===== config.mk =====
export PLATFORM = sky130hd
export DESIGN_NAME = dual_slope_pwm_timer16
export DESIGN_NICKNAME = d
export VERILOG_FILES = /design/src/core/pwm_timer_pkg.sv /design/src/core/timer_prescaler.sv /design/src/core/compare_out_unit.sv /design/src/core/dual_slope_pwm_timer16.sv
export VERILOG_INCLUDE_DIRS = /design/src /design/src/core
export SDC_FILE = /design/constraint.sdc
export NUM_CORES = 1
export LEC_CHECK = 0
export ABC_AREA = 1
export ABC_CLOCK_PERIOD_IN_PS = 6820
export BUFFER_PORTS_ARGS = -buffer_cell sky130_fd_sc_hd__clkbuf_2
export CORE_MARGIN = 10
export CORE_UTILIZATION = 45
export DETAILED_ROUTE_END_ITERATION = 8
export GPL_ROUTABILITY_DRIVEN = 0
export PLACE_DENSITY_LB_ADDON = 0.3
export SLEW_MARGIN = 25
export SYNTH_ARGS = -nofsm -noshare
export SYNTH_HDL_FRONTEND = slang
export SYNTH_HIERARCHICAL = 1
export SYNTH_SLANG_ARGS = --single-unit

===== constraint.sdc =====
create_clock -name clk -period 6.82 [get_ports clk]
set_clock_uncertainty 0.2 [all_clocks]
set_input_delay 0.682 -clock clk [delete_from_list [all_inputs] [get_ports clk]]
set_output_delay 0.682 -clock clk [all_outputs]
set_load 0.05 [all_outputs]

===== src/core/pwm_timer_defines.svh =====
// Constants for the dual-slope 16-bit PWM timer: codes, limits, resets
`ifndef PWM_TIMER_DEFINES_SVH
`define PWM_TIMER_DEFINES_SVH

// Counter extremes and fixed resolutions
`define PWM_BOTTOM 16'h0000
`define PWM_TOP_8BIT 16'h00ff
`define PWM_TOP_9BIT 16'h01ff
`define PWM_TOP_10BIT 16'h03ff

// Waveform mode codes handled by this block
`define PWM_MODE_PC_8BIT 4'h1
`define PWM_MODE_PC_9BIT 4'h2
`define PWM_MODE_PC_10BIT 4'h3
`define PWM_MODE_PFC_CAPTURE 4'h8
`define PWM_MODE_PFC_CMP_A 4'h9
`define PWM_MODE_PC_CAPTURE 4'ha
`define PWM_MODE_PC_CMP_A 4'hb

// Output action field codes
`define PWM_ACT_OFF 2'h0
`define PWM_ACT_TOGGLE 2'h1
`define PWM_ACT_NONINV 2'h2
`define PWM_ACT_INV 2'h3

// Prescaler selections and their terminal counts (factor minus one)
`define PWM_CS_STOP 3'h0
`define PWM_CS_DIV1 3'h1
`define PWM_CS_DIV8 3'h2
`define PWM_CS_DIV64 3'h3
`define PWM_CS_DIV256 3'h4
`define PWM_CS_DIV1024 3'h5
`define PWM_TC_DIV1 10'h000
`define PWM_TC_DIV8 10'h007
`define PWM_TC_DIV64 10'h03f
`define PWM_TC_DIV256 10'h0ff
`define PWM_TC_DIV1024 10'h3ff

// Reset values
`define PWM_RST_COUNT 16'h0000
`define PWM_RST_COMPARE 16'h0000
`define PWM_RST_CAPTURE 16'h0000
`define PWM_RST_DIV 10'h000

`endif


===== src/core/pwm_timer_pkg.sv =====
// Types shared by the dual-slope PWM timer files
package pwm_timer_pkg;

  // Count direction of the dual-slope counter
  typedef enum logic {count_up_state, count_down_state} count_dir_type;

  // Software configuration of the timer
  typedef struct packed {
    logic [3:0] waveform_mode_sel;
    logic [1:0] out_action_sel_a;
    logic [1:0] out_action_sel_b;
    logic [2:0] clock_select;
  } cfg_type;

  // Software writes, one strobe per register, shared data
  typedef struct packed {
    logic cmp_a_wr;
    logic cmp_b_wr;
    logic capture_wr;
    logic count_wr;
    logic [15:0] wdata;
  } wr_req_type;

  // Event flags; the same layout carries the clear strobes
  typedef struct packed {
    logic overflow_flag;
    logic capture_flag;
    logic compare_a_flag;
    logic compare_b_flag;
  } flags_type;

endpackage


===== src/core/timer_prescaler.sv =====
// Prescaler making the timer clock enable from the system clock
`timescale 1ns/100ps
`include "pwm_timer_defines.svh"

module timer_prescaler
(
  input wire logic clk,
  input wire logic arst_n,
  input wire logic [2:0] clock_select,
  output logic tick
);

  logic [9:0] div_reg; // Free-running divider count
  logic [9:0] term; // Terminal count for the selected factor
  logic running; // A factor is selected

  // Factor decode; unlisted codes stop the timer
  always_comb
  begin
    running = 1'b1;
    unique case (clock_select)
      `PWM_CS_DIV1: term = `PWM_TC_DIV1;
      `PWM_CS_DIV8: term = `PWM_TC_DIV8;
      `PWM_CS_DIV64: term = `PWM_TC_DIV64;
      `PWM_CS_DIV256: term = `PWM_TC_DIV256;
      `PWM_CS_DIV1024: term = `PWM_TC_DIV1024;
      default:
      begin
        term = `PWM_TC_DIV1;
        running = 1'b0;
      end
    endcase
  end

  // Divider restarts on terminal count; held at zero while stopped
  always_ff @(posedge clk or negedge arst_n)
  begin
    if (!arst_n)
      div_reg <= `PWM_RST_DIV;
    else if (!running || div_reg >= term)
      div_reg <= `PWM_RST_DIV;
    else
      div_reg <= div_reg + 10'h001;
  end

  // One-cycle enable at each terminal count
  assign tick = running && (div_reg >= term);

endmodule


===== src/core/compare_out_unit.sv =====
// One compare output: waveform level register and pin drive gating
`timescale 1ns/100ps
`include "pwm_timer_defines.svh"

module compare_out_unit
(
  input wire logic clk,
  input wire logic arst_n,
  input wire logic match,
  input wire logic match_rising,
  input wire logic [1:0] out_action_sel,
  input wire logic toggle_allowed,
  input wire logic pin_direction_bit,
  output logic compare_output,
  output logic pin_out,
  output logic pin_oe_n
);

  logic connected; // Output overrides the port pin

  // Toggle only where allowed, PWM codes always connect
  assign connected = (out_action_sel == `PWM_ACT_NONINV) ||
                     (out_action_sel == `PWM_ACT_INV) ||
                     ((out_action_sel == `PWM_ACT_TOGGLE) && toggle_allowed);

  // Level changes only on a match taken in a timer clock cycle
  always_ff @(posedge clk or negedge arst_n)
  begin
    if (!arst_n)
      compare_output <= 1'b0;
    else if (match)
    begin
      unique case (out_action_sel)
        `PWM_ACT_NONINV: compare_output <= !match_rising;
        `PWM_ACT_INV: compare_output <= match_rising;
        `PWM_ACT_TOGGLE:
        begin
          if (toggle_allowed)
            compare_output <= !compare_output;
        end
        `PWM_ACT_OFF: compare_output <= compare_output;
      endcase
    end
  end

  // Pin is driven only when connected and set as output
  assign pin_oe_n = !(connected && pin_direction_bit);
  assign pin_out = connected && pin_direction_bit && compare_output;

endmodule


===== src/core/dual_slope_pwm_timer16.sv =====
// Dual-slope 16-bit PWM timer: counter, TOP, double buffers and flags
`timescale 1ns/100ps
`include "pwm_timer_defines.svh"

module dual_slope_pwm_timer16
#(
  parameter int CHANNELS = 2
)
(
  input wire logic clk,
  input wire logic arst_n,
  input wire pwm_timer_pkg::cfg_type cfg,
  input wire pwm_timer_pkg::wr_req_type wr,
  input wire pwm_timer_pkg::flags_type flag_clr,
  input wire logic pin_direction_bit_a,
  input wire logic pin_direction_bit_b,
  output logic [15:0] count_value,
  output logic count_falling,
  output logic [15:0] compare_a_value,
  output logic [15:0] compare_b_value,
  output logic [15:0] capture_value,
  output pwm_timer_pkg::flags_type flags,
  output logic compare_output_a,
  output logic compare_output_b,
  output logic pin_out_a,
  output logic pin_oe_n_a,
  output logic pin_out_b,
  output logic pin_oe_n_b
);

  // Timer clock enable from the prescaler
  logic tick;

  // Counter state
  logic [15:0] count_reg; // Present count
  pwm_timer_pkg::count_dir_type dir_reg; // Present slope
  logic [15:0] count_next; // Count after this tick

  // Capture register, written directly, never buffered
  logic [15:0] capture_reg;

  // Mode decode
  logic waveform_mode_hi_bit; // Top bit of the waveform mode
  logic pc_mode; // Phase correct family
  logic pfc_mode; // Phase and frequency correct family
  logic dual_mode; // Either dual-slope family
  logic fixed_top; // TOP is a fixed resolution
  logic top_is_capture; // Capture register is TOP
  logic top_is_cmp_a; // Active compare-A is TOP
  logic [15:0] top_value; // Selected TOP

  // Events sampled in a timer clock cycle
  logic at_top; // Count has just reached TOP on the way up
  logic at_bottom; // Count has just reached zero on the way down
  logic load_evt; // Buffered compare values go live
  logic [15:0] wdata_masked; // Write data after resolution mask

  // Per-channel compare state, exported from the generate loop
  logic [15:0] cmp_active [CHANNELS]; // Live compare values
  logic [CHANNELS-1:0] cmp_wr; // Write strobe per channel
  logic [CHANNELS-1:0] cmp_match; // Match taken this tick
  logic [CHANNELS-1:0] cmp_flag; // Sticky compare flags
  logic [CHANNELS-1:0] cmp_flag_clr; // Clear strobe per channel
  logic [CHANNELS-1:0] cmp_level; // Waveform level per channel
  logic [CHANNELS-1:0] pin_dir; // Direction bits per channel
  logic [CHANNELS-1:0] pin_drv; // Pin values per channel
  logic [CHANNELS-1:0] pin_oe; // Active-low enables per channel
  logic [1:0] action [CHANNELS]; // Output action per channel

  // Other sticky flags
  logic overflow_reg;
  logic capture_flag_reg;

  // Slope a match counts as; extremes are pinned to give flat levels
  logic match_rising;

  // Prescaler producing the timer clock enable
  timer_prescaler u_prescaler
  (
    .clk(clk),
    .arst_n(arst_n),
    .clock_select(cfg.clock_select),
    .tick(tick)
  );

  // Waveform mode decode into the two dual-slope families
  always_comb
  begin
    pc_mode = 1'b0;
    pfc_mode = 1'b0;
    fixed_top = 1'b0;
    top_is_capture = 1'b0;
    top_is_cmp_a = 1'b0;
    top_value = `PWM_TOP_8BIT;
    unique case (cfg.waveform_mode_sel)
      `PWM_MODE_PC_8BIT:
      begin
        pc_mode = 1'b1;
        fixed_top = 1'b1;
        top_value = `PWM_TOP_8BIT;
      end
      `PWM_MODE_PC_9BIT:
      begin
        pc_mode = 1'b1;
        fixed_top = 1'b1;
        top_value = `PWM_TOP_9BIT;
      end
      `PWM_MODE_PC_10BIT:
      begin
        pc_mode = 1'b1;
        fixed_top = 1'b1;
        top_value = `PWM_TOP_10BIT;
      end
      `PWM_MODE_PC_CAPTURE:
      begin
        pc_mode = 1'b1;
        top_is_capture = 1'b1;
        top_value = capture_reg;
      end
      `PWM_MODE_PC_CMP_A:
      begin
        pc_mode = 1'b1;
        top_is_cmp_a = 1'b1;
        top_value = cmp_active[0];
      end
      `PWM_MODE_PFC_CAPTURE:
      begin
        pfc_mode = 1'b1;
        top_is_capture = 1'b1;
        top_value = capture_reg;
      end
      `PWM_MODE_PFC_CMP_A:
      begin
        pfc_mode = 1'b1;
        top_is_cmp_a = 1'b1;
        top_value = cmp_active[0];
      end
      // Single-slope and plain counting modes are not built here
      default:
      begin
        top_value = `PWM_TOP_8BIT;
      end
    endcase
  end

  assign dual_mode = pc_mode || pfc_mode;
  assign waveform_mode_hi_bit = cfg.waveform_mode_sel[3];

  // Extremes are seen only on the slope that runs into them
  assign at_top = (dir_reg == pwm_timer_pkg::count_up_state) &&
                  (count_reg == top_value);
  assign at_bottom = (dir_reg == pwm_timer_pkg::count_down_state) &&
                     (count_reg == `PWM_BOTTOM);

  // Phase correct loads at TOP, frequency correct at zero
  assign load_evt = tick && ((pc_mode && at_top) ||
                             (pfc_mode && at_bottom));

  // Bits above a fixed resolution never reach the buffers
  assign wdata_masked = fixed_top ? (wr.wdata & top_value) : wr.wdata;

  // Next count: up to TOP, one tick there, then down to zero
  always_comb
  begin
    if (at_top)
      count_next = count_reg - 16'h0001;
    else if (at_bottom)
      count_next = count_reg + 16'h0001;
    else if (dir_reg == pwm_timer_pkg::count_up_state)
      count_next = count_reg + 16'h0001;
    else
      count_next = count_reg - 16'h0001;
  end

  // Counter; a software write takes precedence over a tick
  always_ff @(posedge clk or negedge arst_n)
  begin
    if (!arst_n)
      count_reg <= `PWM_RST_COUNT;
    else if (wr.count_wr)
      count_reg <= wr.wdata;
    else if (tick && dual_mode)
      count_reg <= count_next;
  end

  // Slope reverses at each extreme, only on a tick
  always_ff @(posedge clk or negedge arst_n)
  begin
    if (!arst_n)
      dir_reg <= pwm_timer_pkg::count_up_state;
    else if (tick && dual_mode && at_top)
      dir_reg <= pwm_timer_pkg::count_down_state;
    else if (tick && dual_mode && at_bottom)
      dir_reg <= pwm_timer_pkg::count_up_state;
  end

  // Capture register acts as TOP at once, so a low write can be
  // overrun; software must keep it at or above three
  always_ff @(posedge clk or negedge arst_n)
  begin
    if (!arst_n)
      capture_reg <= `PWM_RST_CAPTURE;
    else if (wr.capture_wr)
      capture_reg <= wr.wdata;
  end

  // A match at zero belongs to the rising slope, one at TOP to the
  // falling slope; this gives flat outputs at the extremes
  always_comb
  begin
    if (count_reg == `PWM_BOTTOM)
      match_rising = 1'b1;
    else if (count_reg == top_value)
      match_rising = 1'b0;
    else
      match_rising = (dir_reg == pwm_timer_pkg::count_up_state);
  end

  // Channel strobe, clear and pin vectors
  assign cmp_wr = {wr.cmp_b_wr, wr.cmp_a_wr};
  assign cmp_flag_clr = {flag_clr.compare_b_flag, flag_clr.compare_a_flag};
  assign pin_dir = {pin_direction_bit_b, pin_direction_bit_a};
  assign action[0] = cfg.out_action_sel_a;
  assign action[1] = cfg.out_action_sel_b;

  // One compare channel per loop pass
  genvar ch;
  generate
    for (ch = 0; ch < CHANNELS; ch++)
    begin : g_chan
      logic [15:0] buf_reg; // Software-visible buffered value
      logic [15:0] act_reg; // Value the comparator uses
      logic flag_reg; // Sticky match flag
      logic flag_set; // Flag event this cycle
      logic top_flag; // Compare-A doubles as the TOP flag

      // Buffer takes every write; a compare that exceeds TOP never
      // matches, which software must avoid
      always_ff @(posedge clk or negedge arst_n)
      begin
        if (!arst_n)
          buf_reg <= `PWM_RST_COMPARE;
        else if (cmp_wr[ch])
          buf_reg <= wdata_masked;
      end

      // Double buffer: live value loads at the mode's update point
      always_ff @(posedge clk or negedge arst_n)
      begin
        if (!arst_n)
          act_reg <= `PWM_RST_COMPARE;
        else if (!dual_mode)
          act_reg <= buf_reg;
        else if (load_evt)
          act_reg <= buf_reg;
      end

      assign cmp_active[ch] = act_reg;
      assign cmp_match[ch] = tick && dual_mode && (count_reg == act_reg);

      // Compare-A as TOP flags at TOP in both families
      assign top_flag = (ch == 0) && top_is_cmp_a && tick &&
                        ((pc_mode && load_evt) ||
                         (pfc_mode && at_top));
      assign flag_set = cmp_match[ch] || top_flag;

      // Set wins over a clear in the same cycle
      always_ff @(posedge clk or negedge arst_n)
      begin
        if (!arst_n)
          flag_reg <= 1'b0;
        else if (flag_set)
          flag_reg <= 1'b1;
        else if (cmp_flag_clr[ch])
          flag_reg <= 1'b0;
      end

      assign cmp_flag[ch] = flag_reg;

      // Waveform and pin for this channel; toggle only on A
      compare_out_unit u_out
      (
        .clk(clk),
        .arst_n(arst_n),
        .match(cmp_match[ch]),
        .match_rising(match_rising),
        .out_action_sel(action[ch]),
        .toggle_allowed((ch == 0) && waveform_mode_hi_bit),
        .pin_direction_bit(pin_dir[ch]),
        .compare_output(cmp_level[ch]),
        .pin_out(pin_drv[ch]),
        .pin_oe_n(pin_oe[ch])
      );
    end
  endgenerate

  // Overflow flag at every zero in both families; set beats clear
  always_ff @(posedge clk or negedge arst_n)
  begin
    if (!arst_n)
      overflow_reg <= 1'b0;
    else if (tick && dual_mode && at_bottom)
      overflow_reg <= 1'b1;
    else if (flag_clr.overflow_flag)
      overflow_reg <= 1'b0;
  end

  // Capture flag when the capture register is TOP; set beats clear
  always_ff @(posedge clk or negedge arst_n)
  begin
    if (!arst_n)
      capture_flag_reg <= 1'b0;
    else if (top_is_capture && pc_mode && load_evt)
      capture_flag_reg <= 1'b1;
    else if (top_is_capture && pfc_mode && tick && at_top)
      capture_flag_reg <= 1'b1;
    else if (flag_clr.capture_flag)
      capture_flag_reg <= 1'b0;
  end

  // Status and readback, all from registers
  assign count_value = count_reg;
  assign count_falling = (dir_reg == pwm_timer_pkg::count_down_state);
  assign compare_a_value = g_chan[0].buf_reg;
  assign compare_b_value = g_chan[1].buf_reg;
  assign capture_value = capture_reg;
  assign flags.overflow_flag = overflow_reg;
  assign flags.capture_flag = capture_flag_reg;
  assign flags.compare_a_flag = cmp_flag[0];
  assign flags.compare_b_flag = cmp_flag[1];

  // Waveform levels and pins
  assign compare_output_a = cmp_level[0];
  assign compare_output_b = cmp_level[1];
  assign pin_out_a = pin_drv[0];
  assign pin_oe_n_a = pin_oe[0];
  assign pin_out_b = pin_drv[1];
  assign pin_oe_n_b = pin_oe[1];

endmodule


## Yosys cells after proc, flatten, opt, wreduce, memory -nomap -nowiden

Index checks and enable logic that the tools add are counted.

| cells by class | value |
|---|---|
| bitwise gates (word level) | 4 |
| shift operators | 0 |
| reduce and logical (&&, ||, !) cells | 56 |
| add/sub/neg operators | 3 |
| order comparisons | 1 |
| $mul | 0 |
| div/mod/pow operators | 0 |
| equality and inequality tests | 23 |
| muxes and demuxes | 35 |

Operators by type and width:

| cell | number |
|---|---|
| 16-bit 2-to-1 mux | 10 |
| 16-bit case mux with 4 select lines | 1 |
| 16-bit == test | 3 |
| 10-bit case mux with 4 select lines | 1 |
| 1-bit logical AND | 25 |
| 1-bit 2-to-1 mux | 20 |
| 16-bit by 1-bit adder with 16-bit output, second input constant | 1 |
| 16-bit bitwise AND | 1 |
| 4-bit == test, second input constant | 4 |
| 16-bit zero test | 1 |
| 16-bit by 1-bit subtractor with 16-bit output, second input constant | 1 |
| 10-bit by 1-bit adder with 10-bit output, second input constant | 1 |
| 10-bit greater-or-equal comparator | 1 |
| 10-bit 2-to-1 mux | 1 |
| 2-bit nonzero test | 5 |
| 5-bit OR reduction | 2 |
| 2-bit == test, second input constant | 4 |
| 4-bit by 2-bit == test with 1-bit output, second input constant | 2 |
| 1-bit logical OR | 8 |
| 2-bit OR reduction | 4 |
| 3-bit by 2-bit == test with 1-bit output, second input constant | 2 |
| 3-bit == test, second input constant | 2 |
| 1-bit zero test | 5 |
| 2-bit by 1-bit == test with 1-bit output, second input constant | 2 |
| other kinds (12) | 15 |

| storage, ports and cells | value |
|---|---|
| RAM bits | 0 |
| output and inout port bits | 75 |
| input bits | 39 |
| memories kept | 0 |
| word-level logic and storage cells | 136 |
| bits in read-only memories | 0 |
| latch bits | 0 |
| bits in registers | 113 |

## Logic depth before layout (Yosys ltp)

Gate-level depths: netlist (run 1).

| logic depth | value |
|---|---|
| depth after elaboration | 13 |
| gate-level depth with buffers | 22 |
| gate-level depth less buffers | 22 |

## Modules after synthesis

Netlist (run 1), hierarchy kept.

By module, submodules not included:

| module | cells each | times used | area each (um^2) | seq. area each (um^2) |
|---|---|---|---|---|
| dual_slope_pwm_timer16 | 878 | 1 | 6200.9 | 2527.4 |
| timer_prescaler | 98 | 1 | 778.2 | 250.2 |
| compare_out_unit | 18 | 2 | 97.6 | 25.0 |

## Least setup slack after synthesis (run 1)

Ideal clock, no wire load.

| timing path | value |
|---|---|
| kind | input to register |
| start point | input port cfg[1] (netlist name) |
| end point | register count_reg[11], in the netlist count_value[11] |
| data arrival time | 3.032 ns |
| stages | 18 |
| data required time | 6.551 ns |
| slack | 3.519 ns |
| library setup time | 0.069 ns |
| buffers on the path | 1 |
| cells stage by stage | inv_1 -> ha_1 -> inv_1 -> nand4_1 -> ha_1 -> nand2_1 -> nor2_1 -> nand3_1 -> nand3_1 -> nand2_1 -> inv_1 -> inv_1 -> nor2_1 -> inv_1 -> nor2_1 -> buf_2 -> nand2_1 -> nand3_1 |

| between the ends | value |
|---|---|
| cells in the longest elaborated chain, start to end | 6 |
| elaborated cells between the ends (all ways) | 12 |
| those cells by class | order compare: 1; eq/ne: 5; mux: 2; reduce/logical: 4 |

RTL lines:

| what | RTL line | RTL |
|---|---|---|
| start, declared | dual_slope_pwm_timer16.sv:12 | `input wire pwm_timer_pkg::cfg_type cfg,` |
| 3-bit == test, or another cell as far along | timer_prescaler.sv:21 | `unique case (clock_select)` |
| 10-bit case mux with 4 select lines or 5-bit OR reduction (tied branches) | n/a |  |
| 10-bit greater-or-equal comparator or 1-bit 2-to-1 mux (tied branches) | timer_prescaler.sv:47, timer_prescaler.sv:21 |  |
| 1-bit logical AND (*) | timer_prescaler.sv:47 | `assign tick = running && (div_reg >= term);` |
| via tick | dual_slope_pwm_timer16.sv:32 | `logic tick;` |
| 1-bit logical AND (*) | dual_slope_pwm_timer16.sv:182 | `else if (tick && dual_mode)` |
| 2-bit nonzero test (no line) (*) | n/a |  |
| end signal, assigned | dual_slope_pwm_timer16.sv:179 | `` count_reg <= `PWM_RST_COUNT; `` |
| end signal, assigned | dual_slope_pwm_timer16.sv:181 | `count_reg <= wr.wdata;` |
| end signal, assigned | dual_slope_pwm_timer16.sv:183 | `count_reg <= count_next;` |
| end, declared | dual_slope_pwm_timer16.sv:35 | `logic [15:0] count_reg;` |

The timed path passes the listed nets; every way through them passes the cells marked *.
A chain may end at the register's enable or synchronous reset.

## Worst setup path after layout (run 1)

| timing path | value |
|---|---|
| start point | input port cfg[1] (netlist name) |
| end point | register count_reg[0], in the netlist count_value[0] |

The elaborated chain is that of the path after synthesis.

==> reports/qor.csv, run 1 <==
stage,metric,value,unit
outcome,status,finished clean,
synth,yosys warns,6,
route,first-iteration detailed-routing DRC count,597,
floorplanning,Initial Util,0.455,
floorplanning,number of I/O pins,114,
route,mean routed wirelength per cell,16.4,um
global_route,first-pass GRT wire length,35.3,mm
timing,Least-Margin Pin Slew,0.918,ns
global_route,largest net degree at the start of global routing,74,
clock_tree,clock tree buffer depth,2,
timing,fin worst setup slack,3.20,ns
finish,NumNets Final,1154,
global_route,Tot GR Track Use,0.203,
synth,#FFs+latches synth,113,
clock_tree,Post-CTS Resized,0,
setup_path,RR Startpoint,count_value[12]$_DFFE_PN0P_,
clock_tree,clk sinks,113,
clock_tree,"Reg clk slew, reported paths",0.06,ns
clock_tree,Hold Buf Count CTS,0,
timing,count of final hold-check violations,0,
synth,Synth Flop Type,dfrtp_1,
timing,setup violators final,0,
setup_path,critical path peak fanout,15,
synth,sequential fraction of the synthesis area,0.394,
setup_path,worst path bufs/invs,6,
place,Setup WS pre-CTS,2.49,ns
timing,Tcrit/Tclk final,0.530,
finish,"commonest non-fill, non-tap cell in the layout",nand2_1,
setup_path,CP top delay family,simple AND/OR/NAND/NOR gates,
synth,Syn Area/Cell,7.09,um^2
finish,most frequent cells in the layout,"353 x nand2_1, 113 x dfrtp_1, 112 x clkbuf_2",
setup_path,critical-path cell list,clkbuf_2 -> inv_1 -> ha_1 -> inv_1 -> nand4_1 -> ha_1 -> nand2_1 -> nor2_1 -> nand3_1 -> nand3_1 -> nand2_1 -> inv_1 -> inv_1 -> nor2_1 -> inv_1 -> nor2_2 -> nand2_1 -> o211ai_1,
clock_tree,CTS buffer count,17,
timing,Fmax,0.276,GHz
place,DP Area,7800,um^2
pwr,Final Power,2370,uW
timing,min Tclk post-route,3.62,ns
pwr,PwrDens,280,nW/um^2
finish,ANT cells,0,
finish,Multi-input gate area,3740,um^2
timing,worst rel slew slack,0.388,
pwr,leakage power,0.00442,uW
floorplanning,die area,21400,um^2
synth,Synth Cell Area,7170,um^2
global_route,total gr overflow,0,
synth,Yosys cell types,36,
setup_path,crit path DAT,3.76,ns
setup_path,Worst setup SP type,primary input,
floorplanning,Site Rows,46,
place,DP Cell Count,1297,
finish,"non-filler cells, final",1329,
finish,Fillers,1597,
setup_path,critical path class,primary input to flip-flop,
finish,FF/Latch Area,2830,um^2
timing,final setup TNS,0,ns
synth,syn nets,1066,
route,vias,6964,
clock_tree,Post-CTS Setup Repair Bufs,0,
route,total wire length,21.8,mm
finish,area growth from synthesis to layout,18.0,%
setup_path,R2R depth,12,
setup_path,flop2flop setup slack,3.57,ns
setup_path,crit-path most repeated cell,inv_1,
setup_path,slowest cell on the critical path,nor2_2,
finish,final instance area,8470,um^2
place,Port Buffer Count,113,
route,drc violations,0,
global_route,antenna violations before repair,1,
finish,max reg flops,32,
clock_tree,latest clock arrival within the worst-skew pair,0.42,ns
setup_path,CP Data Required Time,6.96,ns
setup_path,Slowest Stage Delay on Critical Path,0.56,ns
flow_run,max cap viols,0,
setup_path,crit path capture type,flip-flop,
finish,share of post-route cells with drive strength above 1,0.159,
floorplanning,core area,15800,um^2
timing,fin. max-slew vios,0,
clock_tree,CTS tree,yes,
synth,Post-synth EDFFs,0,
pwr,maximum VDD drop,0.186,mV
clock_tree,H-tree depth,4,
route,Avg Vias per Cell,5.24,
route,First-pass DRT Iterations,5,
floorplanning,Die Span Y,146,um
setup_path,Reg2Reg Capture Point,g_chan[0].act_reg[13]$_DFFE_PN0P_,
route,post-route ant nets,0,
synth,Post-Syn Instances,1012,
place,HPWL Detailed,16.3,mm
floorplanning,Die Wd,146,um
synth,Synth async-reset ratio,1.00,
timing,RSZ-0062 raised after global routing,false,
hold_path,Hold WC Path Type,primary input to asynchronous set/reset pin,
global_route,number of global-route vias before repair,6638,
clock_tree,Root Driver,clkbuf_16,
[cell usage after synthesis, types with 2 or more instances]
library cell / number / area share
nand2_1: 353 / 0.18
dfrtp_1: 113 / 0.39
nand3_1: 108 / 0.075
inv_1: 95 / 0.050
nor2_1: 68 / 0.036
o21ai_0: 48 / 0.033
xor2_1: 31 / 0.038
xnor2_1: 30 / 0.037
clkbuf_1: 25 / 0.013
nand4_1: 22 / 0.019
a21oi_1: 15 / 0.010
ha_1: 15 / 0.026
buf_2: 9 / 0.0063
nor3_1: 8 / 0.0056
o21ai_1: 8 / 0.0056
buf_4: 7 / 0.0073
nand2_2: 7 / 0.0061
nor2_2: 7 / 0.0061
mux2_2: 6 / 0.0094
o22ai_1: 5 / 0.0044
clkinv_1: 4 / 0.0021
buf_1: 3 / 0.0016
inv_2: 3 / 0.0016
mux2i_1: 3 / 0.0042
nand3b_1: 3 / 0.0031
nor2_4: 3 / 0.0047
nor4_1: 3 / 0.0026
buf_6: 2 / 0.0031
[final cells by class]
class	instances	area share
Inverter	102	0.0452
Tap cell	216	0.0319
Clock inverter	13	0.0245
Clock buffer	19	0.0535
Timing Repair Buffer	115	0.0689
Sequential cell	113	0.334
Multi-Input combinational cell	751	0.442
[worst max path at each step]
stage          depth (start not counted)                          end  slack, ns  startpoint
2_1_floorplan                         18  count_value[11]$_DFFE_PN0P_       3.52      cfg[1]
3_3_place_gp                          18   count_value[0]$_DFFE_PN0P_       2.63      cfg[1]
3_5_place_dp                          18   count_value[0]$_DFFE_PN0P_       2.49      cfg[1]
4_1_cts                               18   count_value[0]$_DFFE_PN0P_       2.91      cfg[1]
5_1_grt                               18   count_value[0]$_DFFE_PN0P_       2.84      cfg[1]
6_report                              18   count_value[0]$_DFFE_PN0P_       3.20      cfg[1]
[per-stage QoR]
stage | hold WS (ns) | utilization
finish | 0.0560 | 0.537
detailed placement | 0.256 | 0.495
global route | 0.0875 | 0.537
floorplan | 0.186 | -
global placement | 0.251 | 0.495
CTS | 0.0678 | 0.537
[logic make-up after synthesis]
family / share of synthesized area
adder cells (fa/ha/maj): 0.0262
multiplexers: 0.0136
AO/OA/AOI/OAI: 0.0584
other: 0.000523
buffers and inverters: 0.0848
flip-flops: 0.394
XOR/XNOR: 0.0745
AND/OR/NAND/NOR: 0.348
[where the power goes]
part	internal, uW	switching [uW]	leakage [uW]
logic	163	378	0.00270
clock network	667	324	0.000312
registers	741	99.8	0.00141
[per-layer routing]
metal | GRT usage | up-vias | routed length, um | share of wire
met1 | 0.264 | 3276 | 9680 | 0.44
li1 | - | 3397 | - | -
met4 | 0.0666 | 2 | 486 | 0.022
met5 | 0 | - | 13 | 0.00060
met3 | 0.0476 | 41 | 1490 | 0.068
met2 | 0.324 | 248 | 10200 | 0.47
Power figures use the tool's default switching activity.
==> inputs of run 2 (changes only) <==
--- a/config.mk
+++ b/config.mk
@@ -6,8 +6,8 @@
 export SDC_FILE = /design/constraint.sdc
 export NUM_CORES = 1
 export LEC_CHECK = 0
-export ABC_AREA = 1
-export ABC_CLOCK_PERIOD_IN_PS = 6820
+export ABC_AREA = 0
+export ABC_CLOCK_PERIOD_IN_PS = 3600
 export BUFFER_PORTS_ARGS = -buffer_cell sky130_fd_sc_hd__clkbuf_2
 export CORE_MARGIN = 10
 export CORE_UTILIZATION = 45
==> constraint.sdc (replaced) <==
create_clock -name clk -period 3.6 [get_ports clk]
set_clock_uncertainty 0.2 [all_clocks]
set_input_delay 0.36 -clock clk [delete_from_list [all_inputs] [get_ports clk]]
set_output_delay 0.36 -clock clk [all_outputs]
set_load 0.05 [all_outputs]
==> reports/qor.csv, run 2 <==
stage,metric,value,unit,change
synth,Synth Cell Area,7080,um^2,was 7170 um^2
hold_path,Hold WC Path Type,primary input to flip-flop,,was primary input to asynchronous set/reset pin
setup_path,crit path capture type,flip-flop,,unchanged
synth,Post-synth EDFFs,0,,unchanged
outcome,status,finished clean,,unchanged
timing,min Tclk post-route,3.46,ns,
global_route,number of global-route vias before repair,6344,,was 6638
synth,largest area contributor in the netlist,dfrtp_1,,unchanged
place,DP Cell Count,1016,,was 1297
global_route,Tot GR Track Use,0.200,,was 0.203
timing,count of final hold-check violations,0,,unchanged
route,First-pass DRT Iterations,5,,unchanged
setup_path,Worst setup SP type,primary input,,unchanged
finish,most frequent cells in the layout,"113 x dfrtp_1, 112 x clkbuf_2, 45 x buf_4",,"was 353 x nand2_1, 113 x dfrtp_1, 112 x clkbuf_2"
floorplanning,Die Wd,145,um,was 146 um
floorplanning,Die Span Y,145,um,was 146 um
finish,"non-filler cells, final",1055,,was 1329
setup_path,slowest cell on the critical path,nor2b_1,,was nor2_2
timing,worst rel slew slack,0.418,,was 0.388
floorplanning,core area,15300,um^2,was 15800 um^2
synth,Synth Flop Type,dfrtp_1,,unchanged
setup_path,RR Startpoint,g_chan[0].act_reg[3]$_DFFE_PN0P_,,was count_value[12]$_DFFE_PN0P_
route,Avg Vias per Cell,5.74,,was 5.24
timing,Least-Margin Pin Slew,0.873,ns,was 0.918 ns
setup_path,crit path DAT,3.55,ns,was 3.76 ns
setup_path,R2R depth,9,,was 12
route,first-iteration detailed-routing DRC count,448,,was 597
synth,post-synth top area share,0.399,,was 0.394
clock_tree,CTS tree,yes,,unchanged
place,HPWL Detailed,15.7,mm,was 16.3 mm
synth,Syn Area/Cell,10.2,um^2,was 7.09 um^2
clock_tree,CTS buffer count,17,,unchanged
route,mean routed wirelength per cell,19.9,um,was 16.4 um
pwr,maximum VDD drop,0.382,mV,was 0.186 mV
setup_path,CP Data Required Time,3.69,ns,was 6.96 ns
timing,Tcrit/Tclk final,0.960,,
clock_tree,clk sinks,113,,unchanged
finish,max reg flops,32,,unchanged
global_route,largest net degree at the start of global routing,67,,was 74
pwr,PwrDens,541,nW/um^2,was 280 nW/um^2
route,drc violations,0,,unchanged
finish,"commonest non-fill, non-tap cell in the layout",dfrtp_1,,was nand2_1
floorplanning,Initial Util,0.463,,was 0.455
floorplanning,die area,21200,um^2,was 21400 um^2
clock_tree,latest clock arrival within the worst-skew pair,0.42,ns,about the same
finish,Fillers,1360,,was 1597
synth,#FFs+latches synth,113,,unchanged
place,Port Buffer Count,113,,unchanged
synth,most frequent cells after synthesis,"113 x dfrtp_1, 41 x mux2_2, 39 x nand2_1",,"was 353 x nand2_1, 113 x dfrtp_1, 108 x nand3_1"
route,total wire length,21.0,mm,was 21.8 mm
synth,Area contributors post-synth,"dfrtp_1 40%, mux2_4 6.6%, mux2_2 6.5%",,"was dfrtp_1 39%, nand2_1 18%, nand3_1 7.5%"
synth,sequential fraction of the synthesis area,0.399,,was 0.394
timing,Fmax,0.289,GHz,
floorplanning,Site Rows,45,,was 46
setup_path,critical path class,primary input to flip-flop,,unchanged
flow_run,max cap viols,0,,unchanged
hold_path,min-delay src,wr[14],,
global_route,antenna violations before repair,0,,was 1
synth,yosys warns,6,,unchanged
global_route,first-pass GRT wire length,34.5,mm,was 35.3 mm
clock_tree,Root Driver,clkbuf_16,,unchanged
hold_path,WHS Path Cells,3,,
synth,Post-Syn Instances,695,,was 1012
setup_path,critical-path cell list,clkbuf_2 -> nor2b_1 -> buf_4 -> a21oi_1 -> nor4_2 -> buf_4 -> or3b_2 -> nor4_1 -> a31oi_1 -> o2111ai_1 -> or3b_1,,was clkbuf_2 -> inv_1 -> ha_1 -> inv_1 -> nand4_1 -> ha_1 -> nand2_1 -> nor2_1 -> nand3_1 -> nand3_1 -> nand2_1 -> inv_1 -> inv_1 -> nor2_1 -> inv_1 -> nor2_2 -> nand2_1 -> o211ai_1
setup_path,critical path peak fanout,7,,was 15
pwr,leakage power,0.00407,uW,was 0.00442 uW
clock_tree,"Reg clk slew, reported paths",0.06,ns,about the same
timing,fin. max-slew vios,0,,unchanged
clock_tree,H-tree depth,4,,unchanged
finish,NumNets Final,885,,was 1154
finish,area growth from synthesis to layout,24.7,%,was 18.0%
global_route,total gr overflow,0,,unchanged
clock_tree,clock tree buffer depth,2,,unchanged
setup_path,Slowest Stage Delay on Critical Path,0.57,ns,was 0.56 ns
timing,final setup TNS,0,ns,unchanged
synth,Synth async-reset ratio,1.00,,unchanged
setup_path,beginning of the critical path,cfg[9],,was cfg[1]
setup_path,crit-path most repeated cell,buf_4,,was inv_1
route,post-route ant nets,0,,unchanged
finish,ANT cells,0,,unchanged
finish,share of post-route cells with drive strength above 1,0.358,,was 0.159
route,vias,6052,,was 6964
synth,top-count cell post-synth,dfrtp_1,,was nand2_1
floorplanning,number of I/O pins,114,,unchanged
synth,Yosys cell types,76,,was 36
timing,setup violators final,0,,unchanged
## run 2: cell types whose count changed after synthesis, sizes merged, moves of 16 or more
cell	change
inv	-63
mux2	+66
mux2i	+16
nand2	-320
nand3	-81
nor2	-54
nor3	+31
o21ai	-25
xor2	-17
## run 2: worst paths after layout
check | to | slack (ns)
max in group asynchronous | u_prescaler/div_reg[9]$_DFF_PN0_ | 2.04
setup / recovery | count_value[7]$_DFFE_PN0P_ | 0.14
setup reg to reg | count_value[7]$_DFFE_PN0P_ | 0.23
min in group asynchronous | compare_a_value[14]$_DFFE_PN0P_ | 0.40
hold / removal | count_value[14]$_DFFE_PN0P_ | 0.03
hold reg to reg | g_chan[0].flag_reg$_DFFE_PN0P_ | 0.28
## run 2: area by class of cell
class | instances | area [um^2] | area share
clock buffers | 21 | 450 | 0.0510
clock inverters | 11 | 185 | 0.0210
inverters | 35 | 131 | 0.0149
well taps | 211 | 264 | 0.0299
flip-flops and latches | 113 | 2830 | 0.320
multi-input cells | 496 | 3910 | 0.443
repair buffers | 168 | 1060 | 0.120
## run 2: worst max-delay path, delay by kind of cell
kind	cells	cell delay, ns
AND/OR/NAND/NOR	5	2.09
AO/OA/AOI/OAI	3	0.56
buffers and inverters	3	0.52
## run 2: logic make-up after synthesis
logic type / share of synthesized area
buffers and inverters: 0.0558
multiplexers: 0.158
XOR/XNOR: 0.0643
other: 0.000529
adder cells (fa/ha/maj): 0.0265
AO/OA/AOI/OAI: 0.105
AND/OR/NAND/NOR: 0.191
flip-flops: 0.399
## run 2: metal layers
metal	GRT usage	part of all wire	vias to the layer above
met5	0	0	-
met4	0.0672	0.023	0
met3	0.0565	0.075	43
met2	0.318	0.47	258
met1	0.255	0.43	2959
li1	-	-	2792
## run 2: report_power, final
part	switching [uW]	internal (uW)	total, uW
registers	197	1430	1630
logic	816	514	1330
clock network	584	1240	1820
## run 2: through the flow
stage                     utilization  hold slack, ns  total power (uW)  setup slack [ns]  area (um^2)
final                           0.577          0.0265              4780             0.142         8830
after global routing            0.577          0.0318              4980          -0.00197         8830
after CTS                       0.573          0.0117              4790             0.135         8780
after detailed placement        0.528           0.271              2940            -0.275         8080
after global placement          0.528           0.260              2910            -0.114         8080
after floorplan                     -          -0.136              2530           0.00571         7090
## run 2: what timing repair did
action | in CTS | in global routing
hold buffers | 6 | 0
setup buffers | 0 | 1
setup endpoints to repair | 0 | 41
resized for setup | 0 | 12
endpoints found under the hold margin | 70 | 0
==> inputs of run 3 (changes only) <==
--- a/config.mk
+++ b/config.mk
@@ -8,7 +8,7 @@
 export LEC_CHECK = 0
 export ABC_AREA = 0
 export ABC_CLOCK_PERIOD_IN_PS = 3600
-export BUFFER_PORTS_ARGS = -buffer_cell sky130_fd_sc_hd__clkbuf_2
+export BUFFER_PORTS_ARGS = -buffer_cell sky130_fd_sc_hd__buf_2
 export CORE_MARGIN = 10
 export CORE_UTILIZATION = 45
 export DETAILED_ROUTE_END_ITERATION = 8
==> reports/qor.csv, run 3 (synthesis gave the netlist of run 2 again) <==
stage,metric,value,unit,change
place,Setup WS pre-CTS,-0.313,ns,was -0.275 ns
floorplanning,Die Span Y,145,um,unchanged
floorplanning,die area,21200,um^2,unchanged
route,post-route ant nets,0,,unchanged
timing,setup violators final,0,,unchanged
timing,min Tclk post-route,3.37,ns,was 3.46 ns
setup_path,critical path peak fanout,3,,was 7
pwr,power share of the combinational group,0.276,,was 0.278
route,first-iteration detailed-routing DRC count,457,,was 448
timing,worst rel slew slack,0.473,,was 0.418
timing,Least-Margin Pin Slew,0.790,ns,was 0.873 ns
global_route,largest net degree at the start of global routing,61,,was 67
global_route,antenna violations before repair,0,,unchanged
timing,count of final hold-check violations,0,,unchanged
finish,"non-filler cells, final",1049,,was 1055
hold_path,Hold WC Path Type,primary input to flip-flop,,unchanged
pwr,Reg power frac,0.343,,was 0.340
finish,area growth from synthesis to layout,24.1,%,was 24.7%
clock_tree,H-tree depth,4,,unchanged
finish,NumNets Final,879,,was 885
clock_tree,latest clock arrival within the worst-skew pair,0.42,ns,about the same
pwr,Pint,3120,uW,was 3180 uW
route,vias,5954,,was 6052
setup_path,Reg2Reg Capture Point,g_chan[0].act_reg[11]$_DFFE_PN0P_,,was count_value[7]$_DFFE_PN0P_
timing,Tcrit/Tclk final,0.935,,was 0.960
floorplanning,Site Rows,45,,unchanged
timing,fin. max-slew vios,0,,unchanged
clock_tree,"Reg clk slew, reported paths",0.05,ns,was 0.06 ns
place,HPWL Detailed,15.6,mm,was 15.7 mm
finish,ANT cells,0,,unchanged
floorplanning,Initial Util,0.463,,unchanged
floorplanning,core area,15300,um^2,unchanged
finish,final instance area,8790,um^2,was 8830 um^2
pwr,PwrDens,537,nW/um^2,was 541 nW/um^2
finish,max reg flops,32,,unchanged
outcome,status,finished clean,,unchanged
timing,final hold slack,0.0205,ns,was 0.0265 ns
clock_tree,clock tree buffer depth,2,,unchanged
pwr,clock power share,0.380,,was 0.382
floorplanning,number of I/O pins,114,,unchanged
pwr,maximum VDD drop,0.339,mV,was 0.382 mV
setup_path,crit path capture type,flip-flop,,unchanged
route,mean routed wirelength per cell,19.7,um,was 19.9 um
timing,RSZ-0062 raised after global routing,true,,
setup_path,R2R depth,10,,was 9
setup_path,beginning of the critical path,cfg[1],,was cfg[9]
setup_path,crit path DAT,3.47,ns,was 3.55 ns
setup_path,CP Data Required Time,3.70,ns,was 3.69 ns
place,DP Area,8060,um^2,was 8080 um^2
floorplanning,Die Wd,145,um,unchanged
pwr,net load switching power,1600,uW,about the same
pwr,leakage power,0.00402,uW,was 0.00407 uW
finish,share of post-route cells with drive strength above 1,0.362,,was 0.358
route,drc violations,0,,unchanged
flow_run,max cap viols,0,,unchanged
setup_path,flop2flop setup slack,0.30,ns,was 0.23 ns
place,DP Cell Count,1013,,was 1016
finish,most frequent cells in the layout,"113 x dfrtp_1, 112 x buf_2, 41 x mux2_2, 41 x buf_4, 39 x nand2_1",,"was 113 x dfrtp_1, 112 x clkbuf_2, 45 x buf_4"
timing,Fmax,0.297,GHz,was 0.289 GHz
pwr,Final Power,4720,uW,was 4780 uW
clock_tree,Root Driver,clkbuf_16,,unchanged
setup_path,RR Startpoint,g_chan[0].act_reg[7]$_DFFE_PN0P_,,was g_chan[0].act_reg[3]$_DFFE_PN0P_
global_route,Tot GR Track Use,0.197,,was 0.200
global_route,total gr overflow,0,,unchanged
place,Port Buffer Count,113,,unchanged
pwr,switching share of power,0.339,,was 0.334
setup_path,Worst setup SP type,primary input,,unchanged
route,total wire length,20.7,mm,was 21.0 mm
timing,fin worst setup slack,0.234,ns,was 0.142 ns
route,Avg Vias per Cell,5.68,,was 5.74
finish,"commonest non-fill, non-tap cell in the layout",dfrtp_1,,unchanged
clock_tree,Post-CTS Setup Repair Bufs,0,,unchanged
clock_tree,clk sinks,113,,unchanged
clock_tree,CTS buffer count,17,,unchanged
route,First-pass DRT Iterations,5,,unchanged
global_route,number of global-route vias before repair,6254,,was 6344
setup_path,critical path class,primary input to flip-flop,,unchanged
global_route,first-pass GRT wire length,33.8,mm,was 34.5 mm
clock_tree,CTS tree,yes,,unchanged
setup_path,crit path to,count_value[12]$_DFFE_PN0P_,,was count_value[7]$_DFFE_PN0P_
## run 3: cell types whose count changed in the layout (fill, tap and decap cells not counted), moves of 3 or more
cell and delta:
buf_2 +112, buf_4 -4, clkbuf_1 -3, clkbuf_2 -112
clkinvlp_4 +3
## run 3: metal layers
layer / track usage / part of all wire / routed length [um]
met5: 0 / 0 / 0
met3: 0.0463 / 0.070 / 1440
met2: 0.312 / 0.47 / 9780
met4: 0.0708 / 0.021 / 443
met1: 0.256 / 0.44 / 9010
## run 3: power groups by stage
| stage | Sequential [uW] | Clock [uW] | Combinational (uW) |
|---|---|---|---|
| finish | 1620 | 1800 | 1300 |
| global route | 1650 | 1890 | 1400 |
| CTS | 1620 | 1830 | 1300 |
| detailed placement | 1640 | 0 | 1290 |
| global placement | 1630 | 0 | 1270 |
| floorplan | 1840 | 0 | 686 |
## run 3: worst min-delay path by stage
| stage | endpoint | depth (start not counted) | from |
|---|---|---|---|
| floorplan | capture_flag_reg$_DFFE_PN0P_ | 0 | arst_n |
| global placement | g_chan[0].flag_reg$_DFFE_PN0P_ | 1 | g_chan[0].flag_reg$_DFFE_PN0P_ |
| detailed placement | g_chan[1].flag_reg$_DFFE_PN0P_ | 1 | g_chan[1].flag_reg$_DFFE_PN0P_ |
| CTS | count_value[14]$_DFFE_PN0P_ | 3 | wr[14] |
| global route | capture_value[0]$_DFFE_PN0P_ | 2 | wr[0] |
| finish | count_value[14]$_DFFE_PN0P_ | 3 | wr[14] |
## run 3: critical path, cell delays in order
cell and delay (ns):
buf_2 0.09, inv_1 0.05, ha_1 0.32, inv_2 0.09
nand4_1 0.15, ha_1 0.33, nand4_1 0.14, a211oi_2 0.18
a211o_1 0.14, nor2b_1 0.14, inv_1 0.09, nor3_4 0.23
and3_4 0.22, nand2_1 0.10, or3_1 0.34, nor3_2 0.14
a2111oi_0 0.09, a211o_1 0.26
## run 3: final cells by class
class | count | area, um^2
clock buffer | 19 | 453
clock inverter | 13 | 185
fill | 1342 | 6520
inverter | 35 | 131
multi-input combinational | 496 | 3920
sequential | 113 | 2830
tap | 211 | 264
timing repair buffer | 162 | 1010
## run 3: timing repair
action / 4_1_cts / 5_1_grt
endpoints found under the setup margin: 0 / 42
gates resized for setup: 0 / 12
endpoints found under the hold margin: 62 / 0
hold buffers: 4 / 0
## run 3: stage by stage
stage / setup TNS [ns] / util
finish: 0 / 0.574
global route: -0.00285 / 0.574
CTS: 0 / 0.571
detailed placement: -8.42 / 0.526
global placement: -0.147 / 0.526
floorplan: 0 / -
